[src/core/bfiu_map.svh]
// Purpose: Offsets, field positions and reset values of the bit and flag unit.
// Assumes: APB byte addresses, one 32-bit word per register.
// Notes:   Definitions only.
`ifndef BFIU_MAP_SVH
`define BFIU_MAP_SVH

`define BFIU_OFS_WORK   8'h00
`define BFIU_OFS_STATUS 8'h04
`define BFIU_OFS_OP     8'h08
`define BFIU_OFS_STATE  8'h0c

`define BFIU_RST_WORK   8'h00
`define BFIU_RST_STATUS 8'h00

`define BFIU_FLAG_C 0
`define BFIU_FLAG_Z 1
`define BFIU_FLAG_N 2
`define BFIU_FLAG_V 3
`define BFIU_FLAG_S 4
`define BFIU_FLAG_H 5
`define BFIU_FLAG_T 6

`define BFIU_OP_MSB  3
`define BFIU_OP_LSB  0
`define BFIU_SEL_MSB 6
`define BFIU_SEL_LSB 4

`endif

[src/core/bfiu_pkg.sv]
// Purpose: Types shared by the bit and flag unit.
// Assumes: Nothing.
// Notes:   Operation codes are written into the operation register.
package bfiu_pkg;

  typedef enum logic [3:0] {
    OP_NOP    = 4'h0,
    OP_ROTL   = 4'h1,
    OP_ROTR   = 4'h2,
    OP_SHRA   = 4'h3,
    OP_SWAP   = 4'h4,
    OP_TSTORE = 4'h5,
    OP_TLOAD  = 4'h6,
    OP_VSET   = 4'h7,
    OP_VCLR   = 4'h8,
    OP_SSET   = 4'h9,
    OP_SCLR   = 4'ha,
    OP_HSET   = 4'hb,
    OP_HCLR   = 4'hc,
    OP_SLEEP  = 4'hd,
    OP_WDOG   = 4'he,
    OP_BREAK  = 4'hf
  } op_t;

endpackage : bfiu_pkg

[src/core/exec_if.sv]
// Purpose: Carries one operation between the core and its helpers.
// Assumes: All signals belong to the core clock.
// Notes:   Strobe outputs are registered in the strobe module.
interface exec_if;
  bfiu_pkg::op_t op;
  logic [2:0]    bit_sel;
  logic [7:0]    work;
  logic [7:0]    status;
  logic          go;
  logic [7:0]    res_work;
  logic [7:0]    res_status;
  logic          sleep;
  logic          wdog;
  logic          brk;

  modport alu  (input op, bit_sel, work, status, output res_work, res_status);
  modport strb (input op, go, output sleep, wdog, brk);
  modport core (output op, bit_sel, work, status, go,
                input res_work, res_status, sleep, wdog, brk);
endinterface : exec_if

[src/core/bit_flag_unit.sv]
// Purpose: Bit, shift, rotate and status-flag execution unit behind an APB slave.
// Assumes: One clock; APB master follows the usual setup and access phases.
// Notes:   Every access has one wait state so that read data come from flip-flops.
//
// Operation
// (RULE1) Rotate left through carry, flags ZCNV.
// (RULE2) Rotate right through carry, flags ZCNV.
// (RULE3) Copy selected source bit into T.
// (RULE4) Copy T into selected destination bit.
// (RULE5) Set overflow flag only.
// (RULE6) Clear overflow flag only.
// (RULE7) Set or clear signed-test flag only.
// (RULE8) Set half-carry flag only.
// (RULE9) Clear half-carry flag only.
// (RULE10) Sleep gives one-cycle sleep request.
// (RULE11) Watchdog restart gives one-cycle strobe.
// (RULE12) Break only signals debug, flags untouched.
// (RULE13) Arithmetic shift right keeps bit 7, flags.
// (RULE14) Nibble swap, flags unchanged.
//
// Implementation choices: the register addresses and the APB slave port.
`include "bfiu_map.svh"

module bit_flag_unit (
  input  wire logic        CLK_I,
  input  wire logic        RST_N_I,
  input  wire logic        PSEL_I,
  input  wire logic        PENABLE_I,
  input  wire logic        PWRITE_I,
  input  wire logic [7:0]  PADDR_I,
  input  wire logic [31:0] PWDATA_I,
  output logic      [31:0] PRDATA_O,
  output logic             PREADY_O,
  output logic             PSLVERR_O,
  output logic             SLEEP_REQ_O,
  output logic             WDOG_RESTART_O,
  output logic             DEBUG_BREAK_O,
  output logic      [7:0]  WORK_O,
  output logic      [7:0]  STATUS_O
);

  exec_if ex ();

  logic          acc;
  logic          wr_done;
  logic          addr_hit;
  logic          ack_d,    ack_q;
  logic [31:0]   rdata_d,  rdata_q;
  logic [7:0]    work_d,   work_q;
  logic [7:0]    status_d, status_q;
  logic [7:0]    count_d,  count_q;
  bfiu_pkg::op_t last_d,   last_q;

  // Address decode is shared by the handshake, the operation issue and the write paths.
  function automatic logic at_ofs(input logic [7:0] a, input logic [7:0] ofs);
    return a == ofs;
  endfunction : at_ofs

  // APB handshake.

  assign acc      = PSEL_I && PENABLE_I;
  assign PREADY_O = acc && ack_q;
  assign wr_done  = PREADY_O && PWRITE_I;
  assign addr_hit = at_ofs(PADDR_I, `BFIU_OFS_WORK) || at_ofs(PADDR_I, `BFIU_OFS_STATUS) ||
                    at_ofs(PADDR_I, `BFIU_OFS_OP)   || at_ofs(PADDR_I, `BFIU_OFS_STATE);
  assign PSLVERR_O = PREADY_O && !addr_hit;

  always_comb begin
    ack_d   = acc && !ack_q;
    rdata_d = rdata_q;
    if (acc && !ack_q && !PWRITE_I) begin
      unique case (PADDR_I)
        `BFIU_OFS_WORK:   rdata_d = {24'h000000, work_q};
        `BFIU_OFS_STATUS: rdata_d = {24'h000000, status_q};
        `BFIU_OFS_STATE:  rdata_d = {16'h0000, count_q, 4'h0, last_q};
        default:          rdata_d = 32'h00000000;
      endcase
    end
  end

  always_ff @(posedge CLK_I) begin
    if (!RST_N_I) begin
      ack_q   <= 1'b0;
      rdata_q <= 32'h00000000;
    end else begin
      ack_q   <= ack_d;
      rdata_q <= rdata_d;
    end
  end

  assign PRDATA_O = rdata_q;

  // Operation issue. A write to the operation register executes in the same edge.

  assign ex.op      = bfiu_pkg::op_t'(PWDATA_I[`BFIU_OP_MSB:`BFIU_OP_LSB]);
  assign ex.bit_sel = PWDATA_I[`BFIU_SEL_MSB:`BFIU_SEL_LSB];
  assign ex.work    = work_q;
  assign ex.status  = status_q;
  assign ex.go      = wr_done && at_ofs(PADDR_I, `BFIU_OFS_OP);

  bit_alu i_bit_alu (
    .x (ex.alu)
  );

  ctrl_strobes i_ctrl_strobes (
    .clk_i   (CLK_I),
    .rst_n_i (RST_N_I),
    .x       (ex.strb)
  );

  // Working and status registers. Software may load either directly; an issued
  // operation takes the unit's result for both, which keeps one-cycle execution.

  always_comb begin
    work_d   = work_q;
    status_d = status_q;
    count_d  = count_q;
    last_d   = last_q;
    if (ex.go) begin
      work_d   = ex.res_work;     // [RULE1] [RULE2] [RULE4] [RULE13] [RULE14]
      status_d = ex.res_status;   // [RULE3] [RULE5] [RULE6] [RULE7] [RULE8] [RULE9]
      count_d  = count_q + 8'h01;
      last_d   = ex.op;
    end else if (wr_done && at_ofs(PADDR_I, `BFIU_OFS_WORK)) begin
      work_d   = PWDATA_I[7:0];
    end else if (wr_done && at_ofs(PADDR_I, `BFIU_OFS_STATUS)) begin
      status_d = PWDATA_I[7:0];
    end
  end

  always_ff @(posedge CLK_I) begin
    if (!RST_N_I) begin
      work_q   <= `BFIU_RST_WORK;
      status_q <= `BFIU_RST_STATUS;
      count_q  <= 8'h00;
      last_q   <= bfiu_pkg::OP_NOP;
    end else begin
      work_q   <= work_d;
      status_q <= status_d;
      count_q  <= count_d;
      last_q   <= last_d;
    end
  end

  assign WORK_O         = work_q;
  assign STATUS_O       = status_q;
  assign SLEEP_REQ_O    = ex.sleep;   // [RULE10]
  assign WDOG_RESTART_O = ex.wdog;    // [RULE11]
  assign DEBUG_BREAK_O  = ex.brk;     // [RULE12]

  // Checks. Helper signals capture operands so that each check ties the
  // result to the state before the issuing edge.

  logic       sel_bit;
  logic [7:0] sel_mask;

  assign sel_bit  = work_q[ex.bit_sel];
  assign sel_mask = 8'h01 << ex.bit_sel;
endmodule : bit_flag_unit

[src/core/bit_alu.sv]
// Purpose: Combinational result and flags of one bit, shift or flag operation.
// Assumes: Operands are the current working and status registers.
// Notes:   Control operations pass both registers through unchanged.
`include "bfiu_map.svh"

module bit_alu (
  exec_if.alu x
);

  // Shift and rotate share one flag update; the signed-test flag is left alone.
  function automatic logic [7:0] shift_flags(input logic [7:0] r,
                                             input logic       c,
                                             input logic [7:0] s);
    logic [7:0] f;
    f = s;
    f[`BFIU_FLAG_C] = c;
    f[`BFIU_FLAG_Z] = (r == 8'h00);
    f[`BFIU_FLAG_N] = r[7];
    f[`BFIU_FLAG_V] = r[7] ^ c;
    return f;
  endfunction : shift_flags

  logic [7:0] r;

  always_comb begin
    r = x.work;
    x.res_status = x.status;
    unique case (x.op)
      bfiu_pkg::OP_ROTL: begin
        r = {x.work[6:0], x.status[`BFIU_FLAG_C]};                  // [RULE1]
        x.res_status = shift_flags(r, x.work[7], x.status);         // [RULE1]
      end
      bfiu_pkg::OP_ROTR: begin
        r = {x.status[`BFIU_FLAG_C], x.work[7:1]};                  // [RULE2]
        x.res_status = shift_flags(r, x.work[0], x.status);         // [RULE2]
      end
      bfiu_pkg::OP_SHRA: begin
        r = {x.work[7], x.work[7:1]};                               // [RULE13]
        x.res_status = shift_flags(r, x.work[0], x.status);         // [RULE13]
      end
      bfiu_pkg::OP_SWAP: r = {x.work[3:0], x.work[7:4]};            // [RULE14]
      bfiu_pkg::OP_TSTORE: x.res_status[`BFIU_FLAG_T] = x.work[x.bit_sel]; // [RULE3]
      bfiu_pkg::OP_TLOAD:  r[x.bit_sel] = x.status[`BFIU_FLAG_T];   // [RULE4]
      bfiu_pkg::OP_VSET:   x.res_status[`BFIU_FLAG_V] = 1'b1;       // [RULE5]
      bfiu_pkg::OP_VCLR:   x.res_status[`BFIU_FLAG_V] = 1'b0;       // [RULE6]
      bfiu_pkg::OP_SSET:   x.res_status[`BFIU_FLAG_S] = 1'b1;       // [RULE7]
      bfiu_pkg::OP_SCLR:   x.res_status[`BFIU_FLAG_S] = 1'b0;       // [RULE7]
      bfiu_pkg::OP_HSET:   x.res_status[`BFIU_FLAG_H] = 1'b1;       // [RULE8]
      bfiu_pkg::OP_HCLR:   x.res_status[`BFIU_FLAG_H] = 1'b0;       // [RULE9]
      bfiu_pkg::OP_NOP, bfiu_pkg::OP_SLEEP,
      bfiu_pkg::OP_WDOG, bfiu_pkg::OP_BREAK: r = x.work;            // [RULE12]
    endcase
    x.res_work = r;
  end

endmodule : bit_alu

[src/core/ctrl_strobes.sv]
// Purpose: One-cycle strobes to sleep control, watchdog and debug logic.
// Assumes: go is high for exactly one cycle per issued operation.
// Notes:   Strobes appear in the cycle after the issuing edge.
module ctrl_strobes (
  input wire logic clk_i,
  input wire logic rst_n_i,
  exec_if.strb     x
);

  logic sleep_d, wdog_d, brk_d;
  logic sleep_q, wdog_q, brk_q;

  always_comb begin
    sleep_d = x.go && (x.op == bfiu_pkg::OP_SLEEP);   // [RULE10]
    wdog_d  = x.go && (x.op == bfiu_pkg::OP_WDOG);    // [RULE11]
    brk_d   = x.go && (x.op == bfiu_pkg::OP_BREAK);   // [RULE12]
  end

  always_ff @(posedge clk_i) begin
    if (!rst_n_i) begin
      sleep_q <= 1'b0;
      wdog_q  <= 1'b0;
      brk_q   <= 1'b0;
    end else begin
      sleep_q <= sleep_d;
      wdog_q  <= wdog_d;
      brk_q   <= brk_d;
    end
  end

  assign x.sleep = sleep_q;
  assign x.wdog  = wdog_q;
  assign x.brk   = brk_q;

endmodule : ctrl_strobes

[config.mk]
export PLATFORM = sky130hd
export DESIGN_NAME = bit_flag_unit
export DESIGN_NICKNAME = d
export VERILOG_FILES = /design/src/core/bfiu_pkg.sv /design/src/core/exec_if.sv /design/src/core/bit_flag_unit.sv /design/src/core/bit_alu.sv /design/src/core/ctrl_strobes.sv
export VERILOG_INCLUDE_DIRS = /design/src /design/src/core
export SDC_FILE = /design/constraint.sdc
export NUM_CORES = 1
export LEC_CHECK = 0
export ABC_AREA = 0
export BUFFER_PORTS_ARGS = -buffer_cell sky130_fd_sc_hd__buf_2
export CORE_MARGIN = 3
export CORE_UTILIZATION = 35
export DETAILED_ROUTE_END_ITERATION = 16
export MAX_ROUTING_LAYER = met4
export SLEW_MARGIN = 20
export SYNTH_ARGS = -nofsm -noshare
export SYNTH_HDL_FRONTEND = slang
export SYNTH_SLANG_ARGS = --single-unit
export TNS_END_PERCENT = 20
[constraint.sdc]
create_clock -name CLK_I -period 3.12 [get_ports CLK_I]
set_input_delay 0.312 -clock CLK_I [delete_from_list [all_inputs] [get_ports CLK_I]]
set_output_delay 0.312 -clock CLK_I [all_outputs]
set_load 0.02 [all_outputs]
* After elaboration in Yosys (flattened, before gate mapping)
Cells that the tools add are included.
Storage, ports and cells: memories kept 0, word-level logic and storage cells 100, bits in latches 0, memory bits (writable) 0, register bits 64, input port bits 45, bits in read-only memories 0
Operators by class: bitwise operators 5, magnitude comparators 2, equality and inequality tests 27, divide/modulo/power cells 0, shift-type cells 0, muxes and demuxes 17, reduce and logical (&&, ||, !) cells 33, $mul 0, add/subtract/negate cells 1
Operators with widths (count):
- 16-bit one-hot mux with 3 select lines | 1
- 8-bit one-hot mux with 5 select lines | 1
- 4-bit equality test, second input constant | 8
- 8-bit zero test | 4
- 7-bit two-way mux | 3
- 3-bit AND reduction | 7
- 4-bit by 3-bit equality test with 1-bit output, second input constant | 4
- 8-bit by 4-bit equality test with 1-bit output, second input constant | 2
- 8-bit two-way mux | 2
- 1-bit logical AND | 13
- 6-bit != test, second input constant | 2
- 3-bit one-hot mux with 3 select lines | 1
- 8-bit by 1-bit adder with 8-bit output, second input constant | 1
- 8-bit bitwise mux | 1
- 4-bit by 2-bit equality test with 1-bit output, second input constant | 2
- 8-bit by 3-bit equality test with 1-bit output, second input constant | 1
- 3-bit != test, second input constant | 2
- 5-bit != test, second input constant | 1
- 1-bit one-hot mux with 5 select lines | 1
- 4-bit by 1-bit equality test with 1-bit output, second input constant | 1
- 3-bit by 4-bit less-than comparator with 1-bit output, second input constant | 1
- 2-bit != test, second input constant | 2
- 4-bit != test, second input constant | 1
- 1-bit one-hot mux with 2 select lines | 2
- other kinds (11) | 21

* Depth between registers and ports, before layout
word-level depth 7, mapped depth 7, mapped depth without buffers 6

* Cells and area by module
Synthesis repeated with hierarchy kept, for this count alone.
Unflattened totals: cells, all modules 381, area, all modules 3119.2 um^2
By module, submodules not included:
- bit_flag_unit | cells each 258, times used 1, seq. area each 900.9 um^2, area each 2238.4 um^2
- bit_alu | cells each 115, times used 1, seq. area each 0.0 um^2, area each 775.7 um^2
- ctrl_strobes | cells each 8, times used 1, seq. area each 60.1 um^2, area each 105.1 um^2

* Worst setup path after synthesis
Ideal clock, no wire load.
path kind input to register, start point in PADDR_I[1], end point reg rdata_q[10] (netlist: PRDATA_O[10]), stages 5, path slack 1.535 ns, setup time 0.065 ns, data arrival time 1.520 ns, path buffers 0, data required time 3.055 ns, cells stage by stage nor4_4 > or4b_4 > nor2_8 > a22oi_1 > nor2_1
Between the ends: cells in the longest elaborated chain, start to end 2, elaborated cells on any way between the ends 4, those cells by class 2 x eq/ne; 1 x mux; 1 x reduce/logical
Ends and longest elaborated chain:
- from (decl) | RTL line bit_flag_unit.sv:30 | input wire logic [7:0] PADDR_I,
- 8-bit by 4-bit equality test with 1-bit output, or another cell as far along | RTL line bit_flag_unit.sv:72 | unique case (PADDR_I)
- 16-bit one-hot mux with 3 select lines * | RTL line bit_flag_unit.sv:72
- to (signal assigned) | RTL line bit_flag_unit.sv:87 | rdata_q <= rdata_d;
- to (decl) | RTL line bit_flag_unit.sv:48 | logic [31:0] rdata_d, rdata_q;
Mark *: on every way between the ends. The rest lies on a longest branch, timed or not. A chain may end at the register's enable or synchronous reset.

* Final worst setup path
start point reg ack_q, end point reg work_q[3] (netlist: WORK_O[3])
Between the ends: cells in the longest elaborated chain, start to end 5, elaborated cells on any way between the ends 8, those cells by class 1 x eq/ne; 1 x mux; 6 x reduce/logical
Ends and longest elaborated chain:
- from (decl) | RTL line bit_flag_unit.sv:47 | logic ack_d, ack_q;
- from (signal assigned) | RTL line bit_flag_unit.sv:86 | ack_q <= ack_d;
- 1-bit logical AND * | RTL line bit_flag_unit.sv:62 | assign PREADY_O = acc && ack_q;
- 1-bit logical AND * | RTL line bit_flag_unit.sv:63 | assign wr_done = PREADY_O && PWRITE_I;
- 1-bit logical AND, on equally long branches | RTL line bit_flag_unit.sv:99, bit_flag_unit.sv:124
- 6-bit != test (no source line) or 2-bit nonzero test (tied branches)
- 2-bit AND reduction (no source line)
- to (signal assigned) | RTL line bit_flag_unit.sv:133 | work_q <= `BFIU_RST_WORK;
- to (signal assigned) | RTL line bit_flag_unit.sv:138 | work_q <= work_d;
- to (decl) | RTL line bit_flag_unit.sv:49 | logic [7:0] work_d, work_q;
Marks and branches as above.

==> impl_metrics.tcl <==
set metrics [dict create \
    synth_seq_cells 48 \
    crit_chain "and4_1 -> nand4_1 -> or3_1 -> o21ai_0 -> o32ai_1" \
    synthCells 399 \
    fin_cells 547 \
    ys_warn_count 0 \
    drive_gt1_frac 0.228 \
    end_kind "register" \
    power_density_nw_per_um2 350 \
    grt_setup_unrepaired "no" \
    crit_fanout 11 \
    cp_top_family "simple AND/OR/NAND/NOR gates" \
    power_leakage_nw 1.38 \
    synth_top_area_cell "dfxtp_1" \
    root_buffer "clkbuf_8" \
    grt_pass1_vias 2796 \
    synth.area.top_cells "dfxtp_1 30%, nor2_1 5.8%, buf_4 4.9%, mux2_2 4.2%, nand2_1 4.1%" \
    nFillCells 910 \
    vias 3045 \
    fp-row-count 34 \
    wirelength_mm 8.93 \
    grt_pass1_wl_mm 14.2 \
    relSlewSlack 0.583 \
    ys_async_sr_fraction 0 \
    die_x_um 101 \
    worst_pin_slew_ns 0.623 \
    slew_viol_final 0 \
    place.gp.congestion 0.867 \
    grt-ovfl-total 0 \
    track_usage 0.176 \
    slowest_delay_ns 0.52 \
    drc_errors 0 \
    met1Wirelength_mm 4.15 \
    hold_path.class "in -> reg" \
    dr_wl_met2_mm 4.19 \
    timing.final.ws_setup_ns 1.09 \
    crit_buf_inv 0 \
    area_growth_syn_to_layout_pct 11.4 \
    first_iter_violations 241 \
    dieArea_um2 10300 \
    coreArea_um2 8810 \
    path_class "reg -> reg" \
    ant_nets 0 \
    max_freq_ghz 0.493 \
    io_pins 98 \
    grt_start_max_net_pins 36 \
    fin_skew_ns 0.00487 \
    placed_cells 539 \
    period_share 0.650 \
    synth_ff_type "dfxtp_1" \
    wl_per_cell_um 16.3 \
    placed_area_um2 3430 \
    syn_area_um2 3190 \
    htreeDepth 2 \
    hold_viol 0 \
    outcome "complete, no violations" \
    max_cap_violations 0 \
    setup_viol 0 \
    netlist.area_leader.share 0.301 \
    pre_cts_ws_ns 0.840 \
    cp_data_arrival_time_ns 2.18 \
    holdPathStages 3 \
    clkTransAtPathRegs_ns 0.09 \
    highest_layer "met4" \
    period_minus_slack_ns 2.03 \
    hpwl_mm 6.16 \
    design_area_um2 3550 \
    dr.pass1.iters 5 \
    cp.depth 5 \
    reg2reg_depth 5 \
    finish.utilization 0.403 \
    required_ns 3.27 \
    crit_slowest_cell "or3_1" \
    viasPerCell 5.57 \
    cts_tree "built" \
    ir_drop_mv 0.232 \
    cts_buffers 5 \
    initial_core_util 0.362 \
    grt_antenna_before_repair 0 \
    ctsHoldBuffers 0 \
    die_y_um 101 \
    clock_latency_ns 0.30 \
    finalSetupTns_ns 0 \
    numClockSinks 48 \
    n_antenna_cell 0 \
    crit_path_start_kind "register" \
    route.met3.wl_um 480 \
    clockBufferDepth 2 \
    syn_area_per_cell_um2 7.99 \
    cts_resized 0 \
    synth_edf_count 0 \
    finalNetCount 485 \
    postCtsSetupBuffers 0 \
    port_buffers 57 \
    seq_area_frac_synth 0.301 \
    ys_types 65 \
]
flip-flops by register name, indices dropped and copies added (netlist names):
| signal | flops |
|---|---|
| ack_q | 1 |
| count_q | 8 |
| last_q | 4 |
| i_ctrl_strobes.x.sleep | 1 |
| i_ctrl_strobes.x.wdog | 1 |
| WORK_O | 8 |
| i_ctrl_strobes.x.brk | 1 |
| PRDATA_O | 16 |
| STATUS_O | 8 |
layout by cell type (no fill, tap or decap), drive strengths merged, types with 3 or more instances in the layout:
cell type,synthesis,layout
a211oi,10,10
a21oi,23,23
a22oi,16,16
a31oi,13,13
and2,3,3
and3,3,3
buf,34,63
clkbuf,12,6
conb,1,16
dfxtp,48,48
inv,6,6
mux2,12,12
mux2i,5,5
nand2,35,35
nand2b,15,15
nand3,9,9
nand4,8,8
nor2,51,51
nor2b,5,5
nor3,3,3
nor3b,9,9
nor4,4,4
o211ai,4,4
o21ai,19,19
or3,6,6
xnor2,3,3
xor2,6,6
tightest hold or removal path: cells and delay by family:
family	cells	cell delay, ns
buffers and inverters	1	0.12
and+or+nand+nor	2	0.10
metrics by stage:
| step | power (mW) | hold slack [ns] |
|---|---|---|
| after floorplan | 0.754 | 0.418 |
| after global placement | 0.777 | 0.436 |
| after detailed placement | 0.779 | 0.443 |
| after CTS | 1.26 | 0.245 |
| after global routing | 1.30 | 0.250 |
| final | 1.24 | 0.262 |
final cells by class:
class,count,area (um^2),area share
Clock buffer,6,82.6,0.0232
Clock inverter,2,38.8,0.0109
Inverter,7,26.3,0.00740
Multi-Input combinational cell,313,1980,0.557
Sequential cell,48,961,0.271
Tap cell,108,135,0.0380
Timing Repair Buffer,63,330,0.0930
power breakdown:
| part | switching, mW | internal (mW) | leakage, nW |
|---|---|---|---|
| Clock | 0.215 | 0.262 | 0.0614 |
| Combinational | 0.110 | 0.0441 | 0.937 |
| Sequential | 0.000518 | 0.613 | 0.387 |
cell usage after synthesis, types with 9 or more instances:
master,n
buf_4,21
a22oi_1,15
dfxtp_1,48
a31oi_1,13
o21ai_0,19
nor3b_1,9
a21oi_1,22
nand2_1,35
nand2b_1,14
a211oi_1,9
mux2_2,12
buf_2,9
clkbuf_1,11
nor2_1,49
path summary, 6_finish.rpt:
check	startpoint	end	slack, ns
setup reg to reg	ack_q	WORK_O[3]	1.09
setup / recovery	ack_q	WORK_O[3]	1.09
hold reg to reg	last_q[2]	last_q[2]	0.46
hold / removal	PENABLE_I	ack_q	0.26
metal layers:
layer,global-route usage,vias up
met5,-,-
met3,0.0262,8
li1,-,1489
met2,0.280,93
met4,0.0450,0
met1,0.235,1455
kinds of logic after synthesis:
| family | after synthesis | share of synthesized area |
|---|---|---|
| AOI/OAI and AO/OA | 106 | 0.229 |
| xor gates and xnor gates | 9 | 0.0247 |
| muxes | 17 | 0.0581 |
| other | 1 | 0.00118 |
| DFF | 48 | 0.301 |
| adders and majority gates | 2 | 0.00785 |
| buffers and inverters | 53 | 0.0958 |
| and+or+nand+nor | 163 | 0.282 |
Power figures use the tool's default switching activity.
